**config.mk**
```make
export PLATFORM = sky130hd
export DESIGN_NAME = storage_link_frame_exchange
export DESIGN_NICKNAME = d
export VERILOG_FILES = /design/src/rtl/storage_link_pkg.sv /design/src/rtl/storage_link_frame_exchange.sv /design/src/rtl/storage_link_xor_acc.sv /design/src/rtl/storage_link_axil_regs.sv
export SDC_FILE = /design/constraint.sdc
export NUM_CORES = 1
export LEC_CHECK = 0
export BUFFER_PORTS_ARGS = -buffer_cell sky130_fd_sc_hd__buf_2
export CAP_MARGIN = 20
export CORE_ASPECT_RATIO = 0.7
export CORE_UTILIZATION = 55
export CTS_BUF_LIST = sky130_fd_sc_hd__clkbuf_16
export CTS_CLUSTER_DIAMETER = 200
export CTS_CLUSTER_SIZE = 20
export DETAILED_ROUTE_END_ITERATION = 6
export GPL_ROUTABILITY_DRIVEN = 0
export PLACE_DENSITY_LB_ADDON = 0.05
export SYNTH_ARGS = -nofsm -noshare
export SYNTH_HDL_FRONTEND = slang
export SYNTH_SLANG_ARGS = --single-unit
```
**constraint.sdc**
```tcl
create_clock -name I_CLOCK -period 2.7 [get_ports I_CLOCK]
set_input_delay 0.405 -clock I_CLOCK [delete_from_list [all_inputs] [get_ports I_CLOCK]]
set_output_delay 0.405 -clock I_CLOCK [all_outputs]
set_load 0.1 [all_outputs]
```
**src/rtl/storage_link_pkg.sv**
```systemverilog
// ==================================================================
// shared constants and types
package storage_link_pkg;
  localparam int LEN_W = 13;
  localparam int ADDR_W = 4;
  typedef logic [LEN_W-1:0] len_t;
  typedef logic [ADDR_W-1:0] addr_t;
  typedef logic [2:0] idx_t;
  // ================================================================
  // descriptor layout
  localparam idx_t B_OP = 3'h0;
  localparam idx_t B_OFS = 3'h1;
  localparam idx_t B_DST = 3'h2;
  localparam idx_t B_SRC = 3'h3;
  localparam idx_t B_LENL = 3'h4;
  localparam idx_t B_LENH = 3'h5;
  localparam idx_t B_SUM = 3'h6;
  localparam logic [7:0] OPCODE_RECV = 8'hE0;
  localparam int OFS_LSB = 4;
  localparam int ID_MSB = 2;
  localparam int RSV_LSB = 3;
  localparam int LENH_MSB = 4;
  localparam int RSV5_LSB = 5;
  localparam logic [3:0] OFS_A = 4'h3;
  localparam logic [3:0] OFS_B = 4'h7;
  localparam logic [3:0] OFS_C = 4'hF;
  // ================================================================
  // verdict codes, odd parity
  localparam logic [7:0] ACK_CODE = 8'h61;
  localparam logic ACK_PAR = 1'b0;
  localparam logic [7:0] NAK_CODE = 8'h1E;
  localparam logic NAK_PAR = 1'b1;
  // ================================================================
  // register map
  localparam addr_t REG_CFG = 4'h0;
  localparam addr_t REG_LIMIT = 4'h4;
  localparam addr_t REG_STATUS = 4'h8;
  localparam addr_t REG_COUNT = 4'hC;
  localparam logic [2:0] NODE_ID_RESET = 3'h0;
  localparam len_t LIMIT_RESET = 13'h1FFF;
  localparam logic [1:0] RESP_OKAY = 2'h0;
  localparam logic [1:0] RESP_SLVERR = 2'h2;
  // ================================================================
  // phases
  typedef enum logic [3:0] {
    S_IDLE = 4'h1,
    S_CMD = 4'h2,
    S_DATA = 4'h4,
    S_STAT = 4'h8
  } state_t;
endpackage

```
**src/rtl/storage_link_frame_exchange.sv**
```systemverilog
// The register addresses and register access over AXI4-Lite were left to the implementer.
`timescale 1ns/1ps
`default_nettype none
// ==================================================================
// Function
// - byte 0 must be the receive-data-block code, else negative reply.
// - offset nibble of byte 1 accepted only as 3, 7 or 15.
// - byte 2 low bits must match own node id, else negative reply.
// - byte 3 low bits must match initiator id seen at selection.
// - nonzero reserved bits still get positive reply, then packet silently dropped.
// - block length is 13 bits, low byte in byte 4, rest in byte 5.
// - seventh byte is xor of bytes 0 to 5; mismatch gives negative reply.
// - negative-reply checks come first and override every other outcome.
// - negative verdict may be decided per byte or after the whole descriptor.
// - valid descriptor starts payload phase with both phase lines low.
// - bad descriptor or parity leads to verdict phase with negative reply.
// - payload is counted bytes then one xor checksum byte.
// - payload good only with balanced strobes, length plus one bytes, no errors.
// - any length up to 8191 bytes is received.
// - error-free block over the limit is truncated and flagged oversize.
// - good payload gives positive reply; parity or checksum error gives negative.
// - verdict phase drives both phase lines high and sends one byte.
// - only 61h with parity 0 and 1Eh with parity 1 are sent.
// - after the reply the bus is released; positive reply forwards the packet unless reserved bits were set.
module storage_link_frame_exchange (
  input wire logic I_CLOCK,
  input wire logic I_RESET,
  input wire logic I_SELECTED,
  input wire logic [2:0] I_INITIATOR_ID,
  input wire logic I_RX_VALID,
  input wire logic [7:0] I_RX_DATA,
  input wire logic I_RX_PARITY,
  input wire logic I_STROBES_BALANCED,
  input wire logic I_TX_DONE,
  output logic O_CD,
  output logic O_IO,
  output logic O_TX_VALID,
  output logic [7:0] O_TX_DATA,
  output logic O_TX_PARITY,
  output logic O_BUS_FREE,
  output logic O_PAY_VALID,
  output logic [7:0] O_PAY_DATA,
  output logic O_DELIVER,
  output logic O_OVERSIZE,
  output storage_link_pkg::len_t O_DELIVER_LEN,
  input wire storage_link_pkg::addr_t I_AWADDR,
  input wire logic I_AWVALID,
  output logic O_AWREADY,
  input wire logic [31:0] I_WDATA,
  input wire logic [3:0] I_WSTRB,
  input wire logic I_WVALID,
  output logic O_WREADY,
  output logic [1:0] O_BRESP,
  output logic O_BVALID,
  input wire logic I_BREADY,
  input wire storage_link_pkg::addr_t I_ARADDR,
  input wire logic I_ARVALID,
  output logic O_ARREADY,
  output logic [31:0] O_RDATA,
  output logic [1:0] O_RRESP,
  output logic O_RVALID,
  input wire logic I_RREADY
);
  import storage_link_pkg::*;
  state_t state_reg, state_next;
  idx_t idx_reg;
  len_t len_reg, cnt_reg, limit;
  logic [2:0] node_id, init_id_reg;
  logic nak_reg, nak_next, rsv_reg, got_sum_reg;
  logic last_nak_reg, last_drop_reg;
  logic [15:0] dlv_cnt_reg, nak_cnt_reg;
  logic [7:0] acc;
  logic start, par_bad, desc_byte, last_desc, pay_byte, sum_byte;
  logic sum_bad, byte_nak, byte_rsv, ofs_ok, finish;
  // ==================================================================
  // register slave
  storage_link_axil_regs u_regs (
    .i_clock(I_CLOCK),
    .i_reset(I_RESET),
    .i_awaddr(I_AWADDR),
    .i_awvalid(I_AWVALID),
    .o_awready(O_AWREADY),
    .i_wdata(I_WDATA),
    .i_wstrb(I_WSTRB),
    .i_wvalid(I_WVALID),
    .o_wready(O_WREADY),
    .o_bresp(O_BRESP),
    .o_bvalid(O_BVALID),
    .i_bready(I_BREADY),
    .i_araddr(I_ARADDR),
    .i_arvalid(I_ARVALID),
    .o_arready(O_ARREADY),
    .o_rdata(O_RDATA),
    .o_rresp(O_RRESP),
    .o_rvalid(O_RVALID),
    .i_rready(I_RREADY),
    .i_status({26'h0000000, last_drop_reg, last_nak_reg, state_reg}),
    .i_counts({nak_cnt_reg, dlv_cnt_reg}),
    .o_node_id(node_id),
    .o_body_limit(limit)
  );
  // ==================================================================
  // checksum accumulator
  storage_link_xor_acc u_acc (
    .i_clock(I_CLOCK),
    .i_reset(I_RESET),
    .i_clear(start || last_desc),
    .i_add(desc_byte || (pay_byte && !sum_byte)),
    .i_byte(I_RX_DATA),
    .o_acc(acc)
  );
  // ==================================================================
  // per-byte checks
  always_comb begin
    start = (state_reg == S_IDLE) && I_SELECTED;
    finish = (state_reg == S_STAT) && I_TX_DONE;
    par_bad = ~(^{I_RX_PARITY, I_RX_DATA});
    desc_byte = (state_reg == S_CMD) && I_RX_VALID;
    last_desc = desc_byte && (idx_reg == B_SUM);
    pay_byte = (state_reg == S_DATA) && I_RX_VALID && !got_sum_reg;
    sum_byte = pay_byte && (cnt_reg == len_reg);
    sum_bad = (acc != I_RX_DATA);
    ofs_ok = (I_RX_DATA[7:OFS_LSB] == OFS_A) || (I_RX_DATA[7:OFS_LSB] == OFS_B) ||
             (I_RX_DATA[7:OFS_LSB] == OFS_C);
    byte_nak = par_bad;
    byte_rsv = 1'b0;
    case (idx_reg)
      B_OP: byte_nak = par_bad || (I_RX_DATA != OPCODE_RECV);
      B_OFS: byte_nak = par_bad || !ofs_ok;
      B_DST: begin
        byte_nak = par_bad || (I_RX_DATA[ID_MSB:0] != node_id);
        byte_rsv = |I_RX_DATA[7:RSV_LSB];
      end
      B_SRC: begin
        byte_nak = par_bad || (I_RX_DATA[ID_MSB:0] != init_id_reg);
        byte_rsv = |I_RX_DATA[7:RSV_LSB];
      end
      B_LENH: byte_rsv = |I_RX_DATA[7:RSV5_LSB];
      B_SUM: byte_nak = par_bad || sum_bad;
      default: byte_nak = par_bad;
    endcase
  end
  // ==================================================================
  // negative verdict, decided per byte and acted on at phase end
  always_comb begin
    nak_next = nak_reg;
    if (start) begin
      nak_next = 1'b0;
    end else if (desc_byte && byte_nak) begin
      nak_next = 1'b1;
    end else if (pay_byte && (par_bad || (sum_byte && sum_bad))) begin
      nak_next = 1'b1;
    end else if ((state_reg == S_DATA) && I_RX_VALID && got_sum_reg) begin
      nak_next = 1'b1;
    end
  end
  // ==================================================================
  // phase sequencing
  always_comb begin
    state_next = state_reg;
    unique case (state_reg)
      S_IDLE: if (I_SELECTED) begin
        state_next = S_CMD;
      end
      S_CMD: if (last_desc) begin
        state_next = nak_next ? S_STAT : S_DATA;
      end
      S_DATA: if (got_sum_reg && I_STROBES_BALANCED) begin
        state_next = S_STAT;
      end
      S_STAT: if (I_TX_DONE) begin
        state_next = S_IDLE;
      end
    endcase
  end
  always_ff @(posedge I_CLOCK) begin
    if (I_RESET) begin
      state_reg <= S_IDLE;
    end else begin
      state_reg <= state_next;
    end
  end
  // ==================================================================
  // phase lines and verdict byte
  always_ff @(posedge I_CLOCK) begin
    if (I_RESET) begin
      O_CD <= 1'b0;
      O_IO <= 1'b0;
      O_TX_VALID <= 1'b0;
      O_TX_DATA <= ACK_CODE;
      O_TX_PARITY <= ACK_PAR;
      O_BUS_FREE <= 1'b0;
    end else begin
      O_CD <= (state_next == S_CMD) || (state_next == S_STAT);
      O_IO <= (state_next == S_STAT);
      O_TX_VALID <= (state_next == S_STAT);
      O_TX_DATA <= nak_next ? NAK_CODE : ACK_CODE;
      O_TX_PARITY <= nak_next ? NAK_PAR : ACK_PAR;
      O_BUS_FREE <= finish;
    end
  end
  // ==================================================================
  // descriptor fields
  always_ff @(posedge I_CLOCK) begin
    if (I_RESET) begin
      idx_reg <= B_OP;
      len_reg <= '0;
      init_id_reg <= 3'h0;
      nak_reg <= 1'b0;
      rsv_reg <= 1'b0;
    end else begin
      nak_reg <= nak_next;
      if (start) begin
        idx_reg <= B_OP;
        init_id_reg <= I_INITIATOR_ID;
        rsv_reg <= 1'b0;
      end else if (desc_byte) begin
        idx_reg <= idx_reg + 3'h1;
        if (byte_rsv) begin
          rsv_reg <= 1'b1;
        end
        if (idx_reg == B_LENL) begin
          len_reg[7:0] <= I_RX_DATA;
        end
        if (idx_reg == B_LENH) begin
          len_reg[12:8] <= I_RX_DATA[LENH_MSB:0];
        end
      end
    end
  end
  // ==================================================================
  // payload count and stream, no length rejected
  always_ff @(posedge I_CLOCK) begin
    if (I_RESET) begin
      cnt_reg <= '0;
      got_sum_reg <= 1'b0;
      O_PAY_VALID <= 1'b0;
      O_PAY_DATA <= 8'h00;
    end else begin
      O_PAY_VALID <= pay_byte && !sum_byte && (cnt_reg < limit);
      O_PAY_DATA <= I_RX_DATA;
      if (start) begin
        cnt_reg <= '0;
        got_sum_reg <= 1'b0;
      end else if (sum_byte) begin
        got_sum_reg <= 1'b1;
      end else if (pay_byte) begin
        cnt_reg <= cnt_reg + 13'h0001;
      end
    end
  end
  // ==================================================================
  // delivery upward
  always_ff @(posedge I_CLOCK) begin
    if (I_RESET) begin
      O_DELIVER <= 1'b0;
      O_OVERSIZE <= 1'b0;
      O_DELIVER_LEN <= '0;
      last_nak_reg <= 1'b0;
      last_drop_reg <= 1'b0;
    end else begin
      O_DELIVER <= finish && !nak_reg && !rsv_reg;
      if (finish) begin
        O_OVERSIZE <= !nak_reg && !rsv_reg && (len_reg > limit);
        O_DELIVER_LEN <= (len_reg > limit) ? limit : len_reg;
        last_nak_reg <= nak_reg;
        last_drop_reg <= !nak_reg && rsv_reg;
      end
    end
  end
  // ==================================================================
  // frame counters
  always_ff @(posedge I_CLOCK) begin
    if (I_RESET) begin
      dlv_cnt_reg <= 16'h0000;
      nak_cnt_reg <= 16'h0000;
    end else begin
      if (finish && !nak_reg && !rsv_reg) begin
        dlv_cnt_reg <= dlv_cnt_reg + 16'h0001;
      end
      if (finish && nak_reg) begin
        nak_cnt_reg <= nak_cnt_reg + 16'h0001;
      end
    end
  end
endmodule
`default_nettype wire

```
**src/rtl/storage_link_xor_acc.sv**
```systemverilog
`timescale 1ns/1ps
`default_nettype none
// ==================================================================
// running xor of received bytes
module storage_link_xor_acc (
  input wire logic i_clock,
  input wire logic i_reset,
  input wire logic i_clear,
  input wire logic i_add,
  input wire logic [7:0] i_byte,
  output logic [7:0] o_acc
);
  import storage_link_pkg::*;
  always_ff @(posedge i_clock) begin
    if (i_reset || i_clear) begin
      o_acc <= 8'h00;
    end else if (i_add) begin
      o_acc <= o_acc ^ i_byte;
    end
  end
endmodule
`default_nettype wire

```
**src/rtl/storage_link_axil_regs.sv**
```systemverilog
`timescale 1ns/1ps
`default_nettype none
// ==================================================================
// axi4-lite register slave
module storage_link_axil_regs (
  input wire logic i_clock,
  input wire logic i_reset,
  input wire storage_link_pkg::addr_t i_awaddr,
  input wire logic i_awvalid,
  output logic o_awready,
  input wire logic [31:0] i_wdata,
  input wire logic [3:0] i_wstrb,
  input wire logic i_wvalid,
  output logic o_wready,
  output logic [1:0] o_bresp,
  output logic o_bvalid,
  input wire logic i_bready,
  input wire storage_link_pkg::addr_t i_araddr,
  input wire logic i_arvalid,
  output logic o_arready,
  output logic [31:0] o_rdata,
  output logic [1:0] o_rresp,
  output logic o_rvalid,
  input wire logic i_rready,
  input wire logic [31:0] i_status,
  input wire logic [31:0] i_counts,
  output logic [2:0] o_node_id,
  output storage_link_pkg::len_t o_body_limit
);
  import storage_link_pkg::*;
  addr_t aw_addr_reg;
  logic [31:0] w_data_reg;
  logic [3:0] w_strb_reg;
  logic do_write;
  assign do_write = !o_awready && !o_wready && !o_bvalid;
  // ================================================================
  // write channels, taken in either order
  always_ff @(posedge i_clock) begin
    if (i_reset) begin
      o_awready <= 1'b1;
      o_wready <= 1'b1;
      o_bvalid <= 1'b0;
      o_bresp <= RESP_OKAY;
      aw_addr_reg <= '0;
      w_data_reg <= 32'h00000000;
      w_strb_reg <= 4'h0;
    end else begin
      if (o_awready && i_awvalid) begin
        o_awready <= 1'b0;
        aw_addr_reg <= i_awaddr;
      end
      if (o_wready && i_wvalid) begin
        o_wready <= 1'b0;
        w_data_reg <= i_wdata;
        w_strb_reg <= i_wstrb;
      end
      if (do_write) begin
        o_bvalid <= 1'b1;
        o_bresp <= (aw_addr_reg == REG_CFG || aw_addr_reg == REG_LIMIT ||
                    aw_addr_reg == REG_STATUS || aw_addr_reg == REG_COUNT) ?
                   RESP_OKAY : RESP_SLVERR;
      end
      if (o_bvalid && i_bready) begin
        o_bvalid <= 1'b0;
        o_awready <= 1'b1;
        o_wready <= 1'b1;
      end
    end
  end
  // ================================================================
  // writable fields
  always_ff @(posedge i_clock) begin
    if (i_reset) begin
      o_node_id <= NODE_ID_RESET;
      o_body_limit <= LIMIT_RESET;
    end else if (do_write) begin
      if (aw_addr_reg == REG_CFG && w_strb_reg[0]) begin
        o_node_id <= w_data_reg[2:0];
      end
      if (aw_addr_reg == REG_LIMIT && w_strb_reg[0]) begin
        o_body_limit[7:0] <= w_data_reg[7:0];
      end
      if (aw_addr_reg == REG_LIMIT && w_strb_reg[1]) begin
        o_body_limit[12:8] <= w_data_reg[12:8];
      end
    end
  end
  // ================================================================
  // read channel
  always_ff @(posedge i_clock) begin
    if (i_reset) begin
      o_arready <= 1'b1;
      o_rvalid <= 1'b0;
      o_rdata <= 32'h00000000;
      o_rresp <= RESP_OKAY;
    end else if (o_arready && i_arvalid) begin
      o_arready <= 1'b0;
      o_rvalid <= 1'b1;
      o_rresp <= RESP_OKAY;
      unique case (i_araddr)
        REG_CFG: o_rdata <= {29'h00000000, o_node_id};
        REG_LIMIT: o_rdata <= {19'h00000, o_body_limit};
        REG_STATUS: o_rdata <= i_status;
        REG_COUNT: o_rdata <= i_counts;
        default: begin
          o_rdata <= 32'h00000000;
          o_rresp <= RESP_SLVERR;
        end
      endcase
    end else if (o_rvalid && i_rready) begin
      o_rvalid <= 1'b0;
      o_arready <= 1'b1;
    end
  end
endmodule
`default_nettype wire

```
==> metrics.txt <==
DRC marker count from the first detailed-route iteration 405; Hold Crit Class in -> reg; global-route wire length before repair roughly 32 mm; largest clock skew in the final design 6.451 ps; worst-skew pair later-pin latency around 430 ps; number of distinct library cells after synthesis 52; count of vias placed by the detailed router 6,811; maximum clock insertion buffer count 2; nature of the critical path endpoint flop; horizontal die dimension 148.9 µm; Synth area leader sky130_fd_sc_hd__dfxtp_1; sequential share of the synthesized area 44.10%; I/O pin cnt 145; crit-path cells inv_1 -> ha_1 -> or3_1 -> a2111oi_2 -> o21ai_1 -> o21bai_1 -> nor2_1 -> buf_4 -> mux2i_1 -> a211oi_1; critical path data required time 3040 ps; cell row count 37; timing-limited maximum frequency 0.4019 GHz; run status completed; Lkg Pwr 4.400 nW; max reg flops 32; total number of nets in the final design 1,165; Die Outline Area ~16,000 µm²; count of endpoints failing hold in the final timing report 0; clock transition at the registers of the reported paths about 70 ps; share of cells above drive strength 1 18.02%; detailed placement HPWL 14.16 mm; total congestion overflow after global routing 0; root buffer cell sky130_fd_sc_hd__clkbuf_16; Worst Path Class, Setup reg -> reg; Die Y 104.8 µm; element type at the critical path start flop; Worst VDD drop 410.9 µV; maximum level of the CTS H-tree 4; Inserted Diodes 0; maximum capacitance violations 0; most frequent cell after synthesis sky130_fd_sc_hd__dfxtp_1; largest net degree at the start of global routing 143; average routed wire per standard cell 15.83 µm; quantity of I/O buffers inserted on ports 120; Pwr per Cell Area 610.8 nW/µm²; number of enable-type register cells in the synthesized netlist 0; count of hold-fix buffers inserted at cts 0; total of flip-flops plus latches after synthesis 183; average vias per placed instance 5.380; drc violations 0; Data arrival, critical path 2830 ps; first drt pass iteration count 5; post-synthesis async set-or-reset flop share 0%; initial standard-cell utilization of the core 56.43%; Inst Count DP 1,233; number of fill cells 1,243; cell type group with the largest total delay on the critical path compound AO/OA/AOI/OAI gates; endpoints failing setup 0; post-layout minimum cycle time 2488 ps; top post-synthesis cells by count sky130_fd_sc_hd__dfxtp_1, sky130_fd_sc_hd__nor2_1, sky130_fd_sc_hd__nand2_1; slowest cell on the critical path sky130_fd_sc_hd__or3_1; Final Slew Violations 0; number of non-filler instances in the completed layout around 1,300; Final ANT Viol Nets 0; TritonCTS sink count 183; cells after synthesis 943; Post-Route WL 20.04 mm; slew at the pin closest to its max-slew limit 797.9 ps; Synth Area per Inst 8.810 µm²; fraction of the cycle the final worst path needs 92.15%; normalized max-slew margin 46.68%; post-synthesis cell area 8308 µm²; aggregate global-route resource usage about a quarter; fraction of post-synthesis cell area in the top cell type by area roughly 44%; post-synthesis to final-layout area growth 17.53%; number of clock buffers inserted by TritonCTS 17; CP bufs+invs 2; Primary FF master, synth sky130_fd_sc_hd__dfxtp_1; warnings from Yosys 0; highest cell delay on the worst timing path 390 ps; via count of the first global-routing pass about 6,200; number of antenna violations at the first check in global routing 0; hold slack final 183.1 ps; CORE AREA 14,720 µm²; total power after layout 5.964 mW; critical path peak fanout 6; dominant cells by area after synthesis sky130_fd_sc_hd__dfxtp_1, sky130_fd_sc_hd__nor2_1, sky130_fd_sc_hd__ha_1, sky130_fd_sc_hd__xor2_1, sky130_fd_sc_hd__a21oi_1; clock tree from TritonCTS done
==> per-layer routing <==
| layer | vias to the layer above | wire length (µm) | part of all wire, % | GRT usage (%) |
|---|---|---|---|---|
| met5 | - | 0 | 0 | 0 |
| met2 | 173 | 8421 | 42 | 37.54 |
| li1 | 3453 | - | - | - |
| met1 | 3173 | 10330 | 52 | 40.83 |
| met3 | 12 | 1132 | 5.6 | 5.852 |
| met4 | 0 | 155 | 0.77 | 5.831 |
==> final timing paths <==
kind | depth (start not counted) | end | start | slack (ps)
worst min-delay path | 2 | O_PAY_DATA[5]$_SDFF_PP0_ | I_RESET | 180
worst max register to register | 10 | O_DELIVER_LEN[7]$_SDFFE_PP0P_ | u_regs.o_body_limit[10]$_SDFFE_PP1P_ | 210
worst max-delay path | 10 | O_DELIVER_LEN[7]$_SDFFE_PP0P_ | u_regs.o_body_limit[10]$_SDFFE_PP1P_ | 210
worst min register to register | 2 | u_regs.w_data_reg[6]$_SDFFE_PP0P_ | u_regs.w_data_reg[6]$_SDFFE_PP0P_ | 460
==> what timing repair did <==
| action | CTS | global route |
|---|---|---|
| buffers inserted | 0 | 1 |
| endpoints found under the setup margin | 0 | 13 |
| gates resized for setup | 0 | 3 |
==> cell type report <==
type	instances	area [µm²]	area share, %
timing repair buffer	144	795.8	8.150
inverter	31	116.4	1.192
tap	195	244.0	2.499
clock buffer	17	425.4	4.357
sequential	183	3665	37.53
clock inverter	15	211.5	2.166
multi-input combinational	681	4307	44.11
==> through the flow <==
step	util (%)	setup slack, ps	setup TNS [ps]	cell area [µm²]
2_1_floorplan	-	7.067	0	8317
3_3_place_gp	61.91	276.8	0	9114
3_5_place_dp	61.91	187.8	0	9114
4_1_cts	66.23	156.8	0	9751
5_1_grt	66.33	-6.634	-6.634	9764
6_report	66.33	211.9	0	9764
==> placed cells by master, fill, tap and decap left out, drive strengths merged, types with 4 or more instances in the layout <==
| cell | count |
|---|---|
| dfxtp | 183 |
| nor2 | 163 |
| buf | 144 |
| nand2 | 86 |
| a21oi | 65 |
| xor2 | 49 |
| ha | 40 |
| inv | 36 |
| mux2i | 31 |
| xnor2 | 30 |
| nand3 | 27 |
| a22oi | 27 |
| a211oi | 18 |
| o21ai | 18 |
| and3 | 17 |
| clkbuf | 17 |
| nand4 | 17 |
| nand3b | 9 |
| nor3 | 9 |
| a21o | 8 |
| o211ai | 7 |
| nor4 | 7 |
| nand2b | 6 |
| and2 | 5 |
| or3 | 5 |
| o22ai | 4 |
| nor2b | 4 |
| bufinv | 4 |
| clkinv | 4 |
==> power by group <==
group / internal [mW] / switching, mW / total [mW]
registers: 2.74 / 0.0345 / 2.78
logic: 0.125 / 0.379 / 0.504
clock network: 1.57 / 1.11 / 2.68
total: 4.44 / 1.53 / 5.96
==> kinds of logic (layout without fill, tap and decap cells) <==
| kind of cell | after synthesis | after routing | share of synthesized area, % |
|---|---|---|---|
| flops | 183 | 183 | 44.10 |
| mux | 37 | 37 | 4.955 |
| simple gates | 361 | 361 | 20.17 |
| compound gates | 161 | 161 | 12.12 |
| fa+ha+maj | 40 | 40 | 6.024 |
| xor+xnor | 79 | 79 | 8.328 |
| buf+inv | 81 | 207 | 4.262 |
| other cells | 1 | 3 | 0.04514 |
==> worst reg2reg max path: cells and delay by family (launching register included) <==
family	cells	cell delay, ps
compound gates	4	960
fa+ha+maj	1	180
buf+inv	2	290
flops	1	370
mux	1	120
simple gates	2	490
(Power assumes the default switching activity.)
